<file path="config.mk">
export PLATFORM = sky130hd
export DESIGN_NAME = adc_event_control
export DESIGN_NICKNAME = d
export VERILOG_FILES = /design/src/include/adc_event_pkg.sv /design/src/include/event_cond_if.sv /design/src/rtl/adc_event_control.sv /design/src/rtl/event_input_conditioner.sv
export SDC_FILE = /design/constraint.sdc
export NUM_CORES = 1
export LEC_CHECK = 0
export ABC_CLOCK_PERIOD_IN_PS = 1300
export BUFFER_PORTS_ARGS = -buffer_cell sky130_fd_sc_hd__buf_2
export CAP_MARGIN = 20
export CORE_MARGIN = 3
export CORE_UTILIZATION = 43
export CTS_BUF_LIST = sky130_fd_sc_hd__clkbuf_16
export CTS_CLUSTER_DIAMETER = 80
export CTS_CLUSTER_SIZE = 25
export DETAILED_ROUTE_END_ITERATION = 8
export PLACE_DENSITY = 0.75
export SYNTH_ARGS = -nofsm -noshare
export SYNTH_HDL_FRONTEND = slang
export SYNTH_SLANG_ARGS = --single-unit
export TNS_END_PERCENT = 100
</file>
<file path="constraint.sdc">
create_clock -name clk_sys -period 1.3 [get_ports clk_sys]
set_input_delay 0.26 -clock clk_sys [delete_from_list [all_inputs] [get_ports clk_sys]]
set_output_delay 0.26 -clock clk_sys [all_outputs]
set_load 0.02 [all_outputs]
</file>
<file path="src/include/adc_event_pkg.sv">
// Purpose: Shared constants for the converter event-control block
// Assumes: 8-bit register port, byte offsets as printed
// Notes:   Every offset, field position and reset value lives here
`default_nettype none
package adc_event_pkg;
  localparam int ADDR_W = 8;
  localparam int DATA_W = 8;

  // Register offsets
  localparam logic [7:0] CTRL_OFFSET   = 8'h00;
  localparam logic [7:0] STATUS_OFFSET = 8'h01;
  localparam logic [7:0] ADC_EVENT_CONTROL_OFFSET = 8'h02;

  // Event control field positions
  localparam int WINDOW_EO_BIT   = 5;
  localparam int RESRDY_EO_BIT   = 4;
  localparam int START_INV_BIT   = 3;
  localparam int FLUSH_INV_BIT   = 2;
  localparam int START_EI_BIT    = 1;
  localparam int FLUSH_EI_BIT    = 0;
  localparam int ADC_EVENT_CONTROL_W        = 6;

  // Control and status field positions
  localparam int SLAVE_EN_BIT    = 0;
  localparam int STAT_START_BIT  = 0;
  localparam int STAT_FLUSH_BIT  = 1;
  localparam int STAT_SLAVE_BIT  = 2;

  // Reset values
  localparam logic [ADC_EVENT_CONTROL_W-1:0] ADC_EVENT_CONTROL_RESET = 6'h00;
  localparam logic                SLAVE_RESET  = 1'b0;
  localparam logic [7:0]          READ_IDLE    = 8'h00;
endpackage : adc_event_pkg
`default_nettype wire

</file>
<file path="src/include/event_cond_if.sv">
// Purpose: Bundle between the control top and one event input conditioner
// Assumes: Single clock, all signals on clk_sys
// Notes:   One instance per incoming event channel
`timescale 1ns/1ps
`default_nettype none
interface event_cond_if;
  logic src;     // Raw event level from the routing network
  logic invert;  // Effective invert select
  logic enable;  // Effective input enable
  logic pulse;   // One-cycle action request
  logic level;   // Registered conditioned level

  modport cond  (input src, input invert, input enable, output pulse, output level);
  modport owner (output src, output invert, output enable, input pulse, input level);
endinterface : event_cond_if
`default_nettype wire

</file>
<file path="src/rtl/adc_event_control.sv">
// Purpose: Event-interface control of a converter: output gating, input
//          invert and enable, slave override
// Assumes: Events and core strobes are one-cycle pulses on clk_sys
// Notes:   Registers reached over a plain strobe port, read data next cycle
// Function
// - Window-monitor detections leave as events only when bit 5 is set.
// - Result-ready strobes leave as events only when bit 4 is set.
// - Bit 3 inverts the incoming start event source before use.
// - Bit 2 inverts the incoming flush event source before use.
// - Bit 1 lets incoming start events begin a conversion.
// - In slave operation, start invert, flush invert and start enable are ignored.
// - Event control is 6 bits at offset 0x02, all bits reset zero.
//
// Local design decision: the address-and-strobe port.
`timescale 1ns/1ps
`default_nettype none
module adc_event_control (
  input  wire logic        clk_sys,
  input  wire logic        resetn,
  input  wire logic [7:0]  reg_addr,
  input  wire logic [7:0]  reg_wdata,
  input  wire logic        reg_wr,
  input  wire logic        reg_rd,
  output logic      [7:0]  reg_rdata,
  input  wire logic        start_event_in,
  input  wire logic        flush_event_in,
  input  wire logic        result_ready,
  input  wire logic        window_detect,
  output logic             start_conversion,
  output logic             flush_pipeline,
  output logic             result_ready_event_out,
  output logic             window_event_out
);
  localparam int EW = adc_event_pkg::ADC_EVENT_CONTROL_W;

  logic [EW-1:0] adc_event_control_q;
  logic          slave_q;
  logic [7:0]    rdata_q;
  logic          window_out_q;
  logic          resrdy_out_q;
  logic          wr_adc_event_control;
  logic          wr_ctrl;
  logic          start_inv_eff;
  logic          flush_inv_eff;
  logic          start_en_eff;
  logic          flush_en_eff;

  event_cond_if start_ch ();
  event_cond_if flush_ch ();

  assign wr_adc_event_control = reg_wr && (reg_addr == adc_event_pkg::ADC_EVENT_CONTROL_OFFSET);
  assign wr_ctrl   = reg_wr && (reg_addr == adc_event_pkg::CTRL_OFFSET);

  // Event control register, bits 7:6 not implemented
  always_ff @(posedge clk_sys) begin
    if (!resetn) begin
      adc_event_control_q <= adc_event_pkg::ADC_EVENT_CONTROL_RESET;
    end else if (wr_adc_event_control) begin
      adc_event_control_q <= reg_wdata[EW-1:0];
    end
  end

  // Slave operation select in the control register
  always_ff @(posedge clk_sys) begin
    if (!resetn) begin
      slave_q <= adc_event_pkg::SLAVE_RESET;
    end else if (wr_ctrl) begin
      slave_q <= reg_wdata[adc_event_pkg::SLAVE_EN_BIT];
    end
  end

  // Slave override; flush enable stays honoured since only three bits are masked
  assign start_inv_eff = ~slave_q & adc_event_control_q[adc_event_pkg::START_INV_BIT];
  assign flush_inv_eff = ~slave_q & adc_event_control_q[adc_event_pkg::FLUSH_INV_BIT];
  assign start_en_eff  = ~slave_q & adc_event_control_q[adc_event_pkg::START_EI_BIT];
  assign flush_en_eff  = adc_event_control_q[adc_event_pkg::FLUSH_EI_BIT];

  // Channel wiring into the conditioners
  assign start_ch.src    = start_event_in;
  assign start_ch.invert = start_inv_eff;
  assign start_ch.enable = start_en_eff;
  assign flush_ch.src    = flush_event_in;
  assign flush_ch.invert = flush_inv_eff;
  assign flush_ch.enable = flush_en_eff;

  event_input_conditioner u_start_cond (
    .clk_sys (clk_sys),
    .resetn  (resetn),
    .ch      (start_ch.cond)
  );

  event_input_conditioner u_flush_cond (
    .clk_sys (clk_sys),
    .resetn  (resetn),
    .ch      (flush_ch.cond)
  );

  // Conversion and flush requests leave straight from the conditioner flops
  assign start_conversion = start_ch.pulse;
  assign flush_pipeline   = flush_ch.pulse;

  // Window-monitor event gating
  always_ff @(posedge clk_sys) begin
    if (!resetn) begin
      window_out_q <= 1'b0;
    end else begin
      window_out_q <= window_detect & adc_event_control_q[adc_event_pkg::WINDOW_EO_BIT];
    end
  end

  // Result-ready event gating
  always_ff @(posedge clk_sys) begin
    if (!resetn) begin
      resrdy_out_q <= 1'b0;
    end else begin
      resrdy_out_q <= result_ready & adc_event_control_q[adc_event_pkg::RESRDY_EO_BIT];
    end
  end

  assign window_event_out       = window_out_q;
  assign result_ready_event_out = resrdy_out_q;

  // Read data valid only in the cycle after the strobe; unmapped reads zero
  always_ff @(posedge clk_sys) begin
    if (!resetn) begin
      rdata_q <= adc_event_pkg::READ_IDLE;
    end else if (reg_rd) begin
      case (reg_addr)
        adc_event_pkg::ADC_EVENT_CONTROL_OFFSET: rdata_q <= {2'h0, adc_event_control_q};
        adc_event_pkg::CTRL_OFFSET:   rdata_q <= {7'h00, slave_q};
        adc_event_pkg::STATUS_OFFSET: begin
          rdata_q <= {5'h00, slave_q, flush_ch.level, start_ch.level};
        end
        default:                      rdata_q <= adc_event_pkg::READ_IDLE;
      endcase
    end else begin
      rdata_q <= adc_event_pkg::READ_IDLE;
    end
  end

  assign reg_rdata = rdata_q;
endmodule : adc_event_control
`default_nettype wire

</file>
<file path="src/rtl/event_input_conditioner.sv">
// Purpose: Invert and edge-detect one incoming event, gated by its enable
// Assumes: Source is on clk_sys, no synchroniser needed
// Notes:   Toggling invert while idle is itself an edge, as in the real part
`timescale 1ns/1ps
`default_nettype none
module event_input_conditioner (
  input  wire logic    clk_sys,
  input  wire logic    resetn,
  event_cond_if.cond   ch
);
  logic eff;

  // Selected polarity applied before detection
  assign eff = ch.src ^ ch.invert;

  // Previous conditioned level for edge detection
  always_ff @(posedge clk_sys) begin
    if (!resetn) begin
      ch.level <= 1'b0;
    end else begin
      ch.level <= eff;
    end
  end

  // Rising edge of the conditioned level, only while enabled
  always_ff @(posedge clk_sys) begin
    if (!resetn) begin
      ch.pulse <= 1'b0;
    end else begin
      ch.pulse <= ch.enable & eff & ~ch.level;
    end
  end
endmodule : event_input_conditioner
`default_nettype wire

</file>
# Yosys cells after proc, flatten, opt, wreduce, memory -nomap -nowiden
# Cells that the tools add are included.
# word_totals
register_bits	21
in_bits	24
output_inout_bits	12
word_cells	30
# op_classes
eq_ne	2
mux	1
bitwise	14
n_reduce_logical	4
# op_table
operator	count
one-hot mux 6 bit (3 select lines)	1
AND 1 bit	9
== test 8 x 1 -> 1 bit (second input constant)	1
== test 8 x 2 -> 1 bit (second input constant)	1
logical NOT 8 bit	1
inverter 1 bit	3
logical AND 1 bit	2
AND reduction 2 bit	1
XOR 1 bit	2

# Longest topological paths before layout
# Gate-level depths: netlist of run 1.
# logic_depth
ltp_word	5
depth_mapped	4
depth_no_buf	3

# Hierarchy
# From an unflattened synthesis of run 1, not the netlist that was laid out.
# unflattened
hier_cells	78
hier_area_um2	759.5
# modules_own_cells
module	instances	cells_each	area_per_inst_um2	seq_area_each_um2
adc_event_control	1	68	626.9	300.3
event_input_conditioner	2	5	66.3	40.0

# Worst setup path before layout of run 1
# OpenSTA, ideal clock, no wires.
# synth_timing
kind	input to register
start	input reg_addr[5]
end	register adc_event_control_q[0]
setup_ns	0.072
arrival_time_ns	1.064
required_time_ns	1.228
slack_ns	0.164
path_stages	4
n_path_buf	1
path_cell_list	nor4_4 -> and4_1 -> buf_6 -> mux2i_1
# synth_via
elab_chain_len	2
# synth_rtl
element	line_no	text
start, declared	adc_event_control.sv:20	input wire logic [7:0] reg_addr,
== test 8 x 2 -> 1 bit	adc_event_control.sv:51	assign wr_adc_event_control = reg_wr && (reg_addr == adc_event_pkg::ADC_EVENT_CONTROL_OFFSET);
logical AND 1 bit	adc_event_control.sv:51	
end signal, assigned	adc_event_control.sv:57	adc_event_control_q <= adc_event_pkg::ADC_EVENT_CONTROL_RESET;
end signal, assigned	adc_event_control.sv:59	adc_event_control_q <= reg_wdata[EW-1:0];
end, declared	adc_event_control.sv:36	logic [EW-1:0] adc_event_control_q;
# No other way between the ends.
# A chain may end at the register's enable or synchronous reset.

# Final worst setup path of run 1
# layout_timing
start	input reg_addr[5]
end	register adc_event_control_q[2]
# The elaborated chain is that of the path after synthesis.

==> summary.txt, run 1 <==
Finish
  – Post-route cell area: 0.00101 mm2
  – Layout area overhead: 33.7%
  – Final core occ: 0.640
  – Antenna fix cells: 0
  – Share of cells above drive strength 1: 0.373
  – Post-Layout Cell Count: 126
  – Fin nets: 135

Setup path
  – Worst reg2reg path endpoint: u_start_cond.ch.pulse
  – Worst r2r path cells: 3
  – Kind of critical path: input port to flop
  – CP arrival: 1.26 ns
  – Worst Path Max Fanout: 6
  – CP Capture Point: adc_event_control_q[2]
  – CP startpoint: reg_addr[5]
  – Reg-to-reg slack, setup: 0.27 ns
  – Crit. End Element: flop
  – CP required: 1.47 ns
  – Crit path launch type: input port
  – Reg2reg start: slave_q

Synth
  – Yosys reg bits: 19
  – Number of synthesized flops with an enable pin: 0
  – Syn Area/Cell: 10.1 um2
  – Multiplexer share of the synthesized area: 0.106
  – Synth Area in Compound Gates: 0.0315
  – Commonest cells post-synth: 19 x dfxtp_1, 13 x nand2_1, 8 x mux2i_1
  – Simple-Gate Fraction of Synth Area: 0.285
  – Largest family of logic cells by synthesized area: simple AND/OR/NAND/NOR gates
  – Share of the synthesized area in the top cell type: 0.504
  – Mapped Area: 754 um2
  – Synth top area cells: dfxtp_1 50%, mux2i_1 11%, nand2_1 6.5%
  – Yosys top cell by area: dfxtp_1
  – Post-Synth XOR/XNOR Area: 0.0232
  – Adder-cell share of the synthesized area: 0
  – Most frequent cell after synthesis: dfxtp_1
  – FFs w/ async S/R, synth: 0
  – Yosys warnings: 0
  – Cells after synthesis: 75
  – Sequential area share after synthesis: 0.504
  – Synth Flop Type: dfxtp_1
  – Yosys cell types: 20

Die
  – Die Y: 47.9 um
  – IO Pins: 36
  – DIE WIDTH: 47.9 um
  – Initial Util: 0.479
  – Core box area: 0.00158 mm2
  – Die Area: 0.00229 mm2
  – Row cnt: 14

Route
  – Detailed Route Iter0 Violations: 7
  – Routed vias: 648
  – Total routed wirelength: 1570 um
  – Post-route DRC: 0
  – Via density: 5.14
  – DR pass1 iterations: 4
  – Drt wl/cell: 12.5 um
  – Antenna viol nets, final: 0

Clock tree
  – Clk slew on worst S/H paths: 0.05 ns
  – CTS tree: yes
  – Max Root-Sink Buffers: 2
  – Post-CTS Resized: 0
  – H-tree Lvls: 1
  – Clk sink count: 19
  – Clk_lat worst skew: 0.24 ns
  – Post-CTS Setup Inserts: 0
  – CTS root buf: clkbuf_16
  – Hold buffer count at CTS: 0
  – Number of CTS-inserted buffers: 3

Timing
  – Unrepaired setup endpoints after global routing: no
  – # setup viols final: 0
  – Hold Fails Final Rpt: 0
  – Hold Slack: 0.247 ns
  – Minimum clock period: 1.08 ns
  – Max Slew Vio Count: 0
  – Fmax: 0.922 GHz
  – Clock Skews: 0.000910 ns
  – Fin Setup TNS: 0 ns
  – Final WS setup: 0.215 ns
  – Period utilization: 0.835

Power and ir drop
  – Flop pwr share: 0.463
  – Total Power: 1.27 mW
  – Pwr/cell area: 1260 mW/mm2
  – Internal power: 1.04 mW
  – Leakage power: 0.486 nW
  – Worst vdd ir: 0.000842 V
  – Clock Power Share: 0.469
  – Net load switching power: 0.236 mW
  – Sw Ratio: 0.185
  – Combinational Power Share: 0.068

Worst hold path
  – Hold Crit Class: input port to flop

GRT
  – Vias in the first global route: 584
  – First-pass GRT wire length: 2350 um
  – Largest net degree at the start of global routing: 22
  – Total GRT Usage: 0.146
  – Initial antenna violation count: 0
  – Total grt overflow: 0

Placed design
  – Placer Congestion: 0.783
  – Detailed placement HPWL: 1160 um
  – # placed instances: 122
  – Worst slack, placed: -0.0266 ns
  – I/O Buffers: 31
  – Placed inst area: 930 um2

Run status
  – Status: finished, final reports clean

Flow run
  – Max-Cap Viols: 0
[layer usage]
metal	global-route usage	vias up	share of wire
met5	0	-	0
met4	0.0914	0	0.012
met3	0.0338	2	0.066
met2	0.243	24	0.49
met1	0.168	299	0.43
li1	-	323	-
[cells by family (layout without fill, tap and decap cells)]
family | Yosys count | count (layout)
AND/OR/NAND/NOR | 37 | 37
flip-flops | 19 | 19
multiplexers | 8 | 8
buffers and inverters | 5 | 39
AO/OA/AOI/OAI | 3 | 3
XOR/XNOR | 2 | 2
other | 1 | 2
[state kept, by name, summed over array words and instances, names as in the netlist]
name,cells
adc_event_control_q,6
reg_rdata,6
result_ready_event_out,1
slave_q,1
u_flush_cond.ch.level,1
u_flush_cond.ch.pulse,1
u_start_cond.ch.level,1
u_start_cond.ch.pulse,1
window_event_out,1
[layout by cell type, fill, tap and decap left out, drive strengths merged]
master	count
and3	5
a2bb2oi	1
nor2	6
nand2	13
conb	2
buf	35
nor4bb	1
clkbuf	3
nor4	1
nand4	2
mux2i	8
a22oi	2
and4b	1
dfxtp	19
and4	2
nor2b	6
inv	1
xnor2	2
[power by group through the flow]
stage	logic, mW	clock network [mW]	registers (mW)
after floorplan	0.0406	0	0.600
after CTS	0.0861	0.606	0.589
after global placement	0.0820	0	0.601
final	0.0862	0.597	0.589
after detailed placement	0.0848	0	0.601
after global routing	0.0937	0.637	0.588
[final cells by class]
class / count / area (um2)
timing repair buffer: 35 / 185
multi-input combinational: 52 / 344
clock buffer: 3 / 75.1
sequential: 19 / 380
fill: 127 / 568
tap: 16 / 20.0
clock inverter: 1 / 3.75
[worst min path at each step]
stage	from	endpoint	slack, ns	cells after the start
finish	result_ready	result_ready_event_out	0.25	2
floorplan	u_flush_cond.ch.level	u_flush_cond.ch.pulse	0.40	1
CTS	result_ready	result_ready_event_out	0.25	2
global placement	u_flush_cond.ch.level	u_flush_cond.ch.pulse	0.42	1
global route	window_detect	window_event_out	0.26	2
detailed placement	u_flush_cond.ch.level	u_flush_cond.ch.pulse	0.42	1
[critical path: stages]
cell	delay (ns)
buf_2	0.11
nor4_4	0.28
and4_1	0.25
buf_4	0.18
mux2i_1	0.18
Note: power is estimated with default switching activity, not from simulation.
==> inputs of run 2 (changes only) <==
ABC_CLOCK_PERIOD_IN_PS = 900   (was 1300)
CORE_UTILIZATION = 39   (was 43)
PLACE_DENSITY = 0.72   (was 0.75)
clock period = 0.9 ns   (was 1.3 ns; I/O delays follow)
==> run 2 against run 1 <==
Effect of this change:
- largest power group unchanged
- the run now ends with negative setup slack left
- clock skew hardly changed
- largest cell class unchanged
- critical path type is now flop to flop
- total power is 48% higher
- design area is 15% higher
==> summary.txt, run 2 (synthesis gave the netlist of run 1 again) <==
Run status
  – Status: complete, but fails checks (was finished, final reports clean)
  – Failing checks: negative setup slack

Timing
  – Fmax: 1.07 GHz
  – Unrepaired setup endpoints after global routing: yes (was no)
  – Hold Fails Final Rpt: 0 (unchanged)
  – # setup viols final: 9 (was 0)
  – Period utilization: 1.04
  – Clock Skews: 0.00108 ns (was 0.000910 ns)
  – Max Slew Vio Count: 0 (unchanged)
  – Minimum clock period: 0.936 ns
  – Hold Slack: 0.161 ns (was 0.247 ns)
  – Final WS setup: -0.0358 ns (was 0.215 ns)

GRT
  – First-pass GRT wire length: 2930 um (was 2350 um)
  – Largest net degree at the start of global routing: 12 (was 22)
  – Vias in the first global route: 694 (was 584)
  – Initial antenna violation count: 0 (unchanged)
  – Total grt overflow: 0 (unchanged)
  – Total GRT Usage: 0.155 (was 0.146)

Finish
  – Share of cells above drive strength 1: 0.492 (was 0.373)
  – Final core occ: 0.651 (was 0.640)
  – Commonest non-fill, non-tap cell in the layout: buf_2 (unchanged)
  – Antenna fix cells: 0 (unchanged)
  – Post-route cell area: 0.00116 mm2 (was 0.00101 mm2)
  – Fin nets: 143 (was 135)
  – Fill cells: 140 (was 127)
  – Most frequent cells in the layout: 24 x buf_2, 16 x dfxtp_1, 15 x buf_4, 13 x nand2_1, 8 x mux2i_1 (was 31 x buf_2, 19 x dfxtp_1, 13 x nand2_1, 8 x mux2i_1, 6 x nor2_1)
  – Layout area overhead: 53.7% (was 33.7%)
  – Post-Layout Cell Count: 143 (was 126)

Setup path
  – Crit. End Element: flop (unchanged)
  – CP required: 1.06 ns (was 1.47 ns)
  – Worst reg2reg path endpoint: u_flush_cond.ch.pulse (was u_start_cond.ch.pulse)
  – Reg2reg start: adc_event_control_q[2] (was slave_q)
  – Worst r2r path cells: 3 (unchanged)
  – Slowest cell on crit path: dfxtp_1 (was nor4_4)
  – Crit path launch type: flop (was input port)
  – Kind of critical path: flop to flop (was input port to flop)
  – Crit-path cells: nor2b_4 > xnor2_2 > nor4bb_1 (was buf_2 > nor4_4 > and4_1 > buf_4 > mux2i_1)
  – Worst Path Max Fanout: 2 (was 6)
  – Reg-to-reg slack, setup: -0.04 ns (was 0.27 ns)
  – CP arrival: 1.09 ns (was 1.26 ns)
  – Worst path max stage delay: 0.35 ns (was 0.28 ns)

Route
  – Antenna viol nets, final: 0 (unchanged)
  – DR pass1 iterations: 4 (unchanged)
  – Post-route DRC: 0 (unchanged)
  – Total routed wirelength: 1660 um (was 1570 um)
  – Via density: 4.66 (was 5.14)
  – Detailed Route Iter0 Violations: 7 (unchanged)
  – Drt wl/cell: 11.6 um (was 12.5 um)
  – Routed vias: 666 (was 648)

Die
  – IO Pins: 36 (unchanged)
  – Row cnt: 15 (was 14)
  – Initial Util: 0.423 (was 0.479)
  – Die Area: 0.00250 mm2 (was 0.00229 mm2)
  – DIE WIDTH: 50.0 um (was 47.9 um)
  – Die Y: 50.0 um (was 47.9 um)
  – Core box area: 0.00178 mm2 (was 0.00158 mm2)

Clock tree
  – Clk slew on worst S/H paths: 0.05 ns (about the same)
  – CTS tree: yes (unchanged)
  – Hold buffer count at CTS: 0 (unchanged)
  – Number of CTS-inserted buffers: 3 (unchanged)
  – H-tree Lvls: 1 (unchanged)
  – Clk sink count: 19 (unchanged)
  – Max Root-Sink Buffers: 2 (unchanged)
  – Clk_lat worst skew: 0.25 ns (was 0.24 ns)
  – CTS root buf: clkbuf_16 (unchanged)

Worst hold path
  – Hold_sp: result_ready (unchanged)
  – Worst Hold End: result_ready_event_out (unchanged)
  – Hold Crit Class: input port to flop (unchanged)
  – Hold Path Cell Cnt: 2 (unchanged)

Placed design
  – I/O Buffers: 31 (unchanged)
  – Placer Congestion: 0.838 (was 0.783)
  – Placed inst area: 0.00100 mm2 (was 930 um2)
  – # placed instances: 138 (was 122)
  – Detailed placement HPWL: 1170 um (was 1160 um)

Flow run
  – Max-Cap Viols: 0 (unchanged)

Power and ir drop
  – Leakage power: 0.539 nW (was 0.486 nW)
  – Total Power: 1.89 mW (was 1.27 mW)
  – Pwr/cell area: 1630 mW/mm2 (was 1260 mW/mm2)
  – Worst vdd ir: 0.000754 V (was 0.000842 V)
## run 2: cell count changes in the layout (fill, tap and decap cells not counted), sizes merged
cell  before  now
buf       35   43
## run 2: critical path: cells and delay by family, from the launching register on
kind	cells	cell delay, ns
and+or+nand+nor	2	0.42
DFF	1	0.35
xor gates and xnor gates	1	0.07
## run 2: report_power, final
part           internal [mW]  leakage, nW  total (mW)  switching, mW
clock network          0.590       0.0423       0.890          0.300
registers              0.844        0.155       0.847        0.00292
logic                 0.0827        0.341       0.151         0.0688
total                   1.52        0.539        1.89          0.372
## run 2: per-layer routing
metal,track usage,wire (um),vias up,share of wire
li1,-,-,336,-
met1,0.168,705,302,0.42
met2,0.259,816,25,0.49
met3,0.0363,113,3,0.068
met4,0.111,29,0,0.017
met5,0,0,-,0
## run 2: area by class of cell
| cell class | count | area [um2] | share of cell area |
|---|---|---|---|
| Timing Repair Buffer | 43 | 278 | 0.239 |
| Sequential cell | 19 | 387 | 0.333 |
| Tap cell | 25 | 31.3 | 0.0270 |
| Clock buffer | 3 | 75.1 | 0.0647 |
| Clock inverter | 1 | 3.75 | 0.00324 |
| Multi-Input combinational cell | 52 | 385 | 0.332 |
## run 2: per-stage QoR
step | TNS (ns) | setup slack [ns]
2_1_floorplan | -0.976 | -0.151
3_3_place_gp | -3.23 | -0.286
3_5_place_dp | -3.40 | -0.307
4_1_cts | -0.276 | -0.0529
5_1_grt | -0.727 | -0.117
6_report | -0.183 | -0.0358
## run 2: timing repair
action | in CTS | in global routing
setup endpoints to repair | 12 | 17
setup buffers | 1 | 0
resized for setup | 7 | 12
pin swaps | 3 | 6
## run 2: how the worst max path moves through the flow
stage                      startpoint                endpoint  cells past startpoint
6_report       adc_event_control_q[2]   u_flush_cond.ch.pulse                      3
5_1_grt                   reg_addr[4]  adc_event_control_q[2]                      5
4_1_cts                   reg_addr[6]  adc_event_control_q[2]                      5
3_5_place_dp              reg_addr[5]  adc_event_control_q[3]                      5
3_3_place_gp              reg_addr[5]  adc_event_control_q[3]                      5
2_1_floorplan             reg_addr[5]  adc_event_control_q[0]                      4
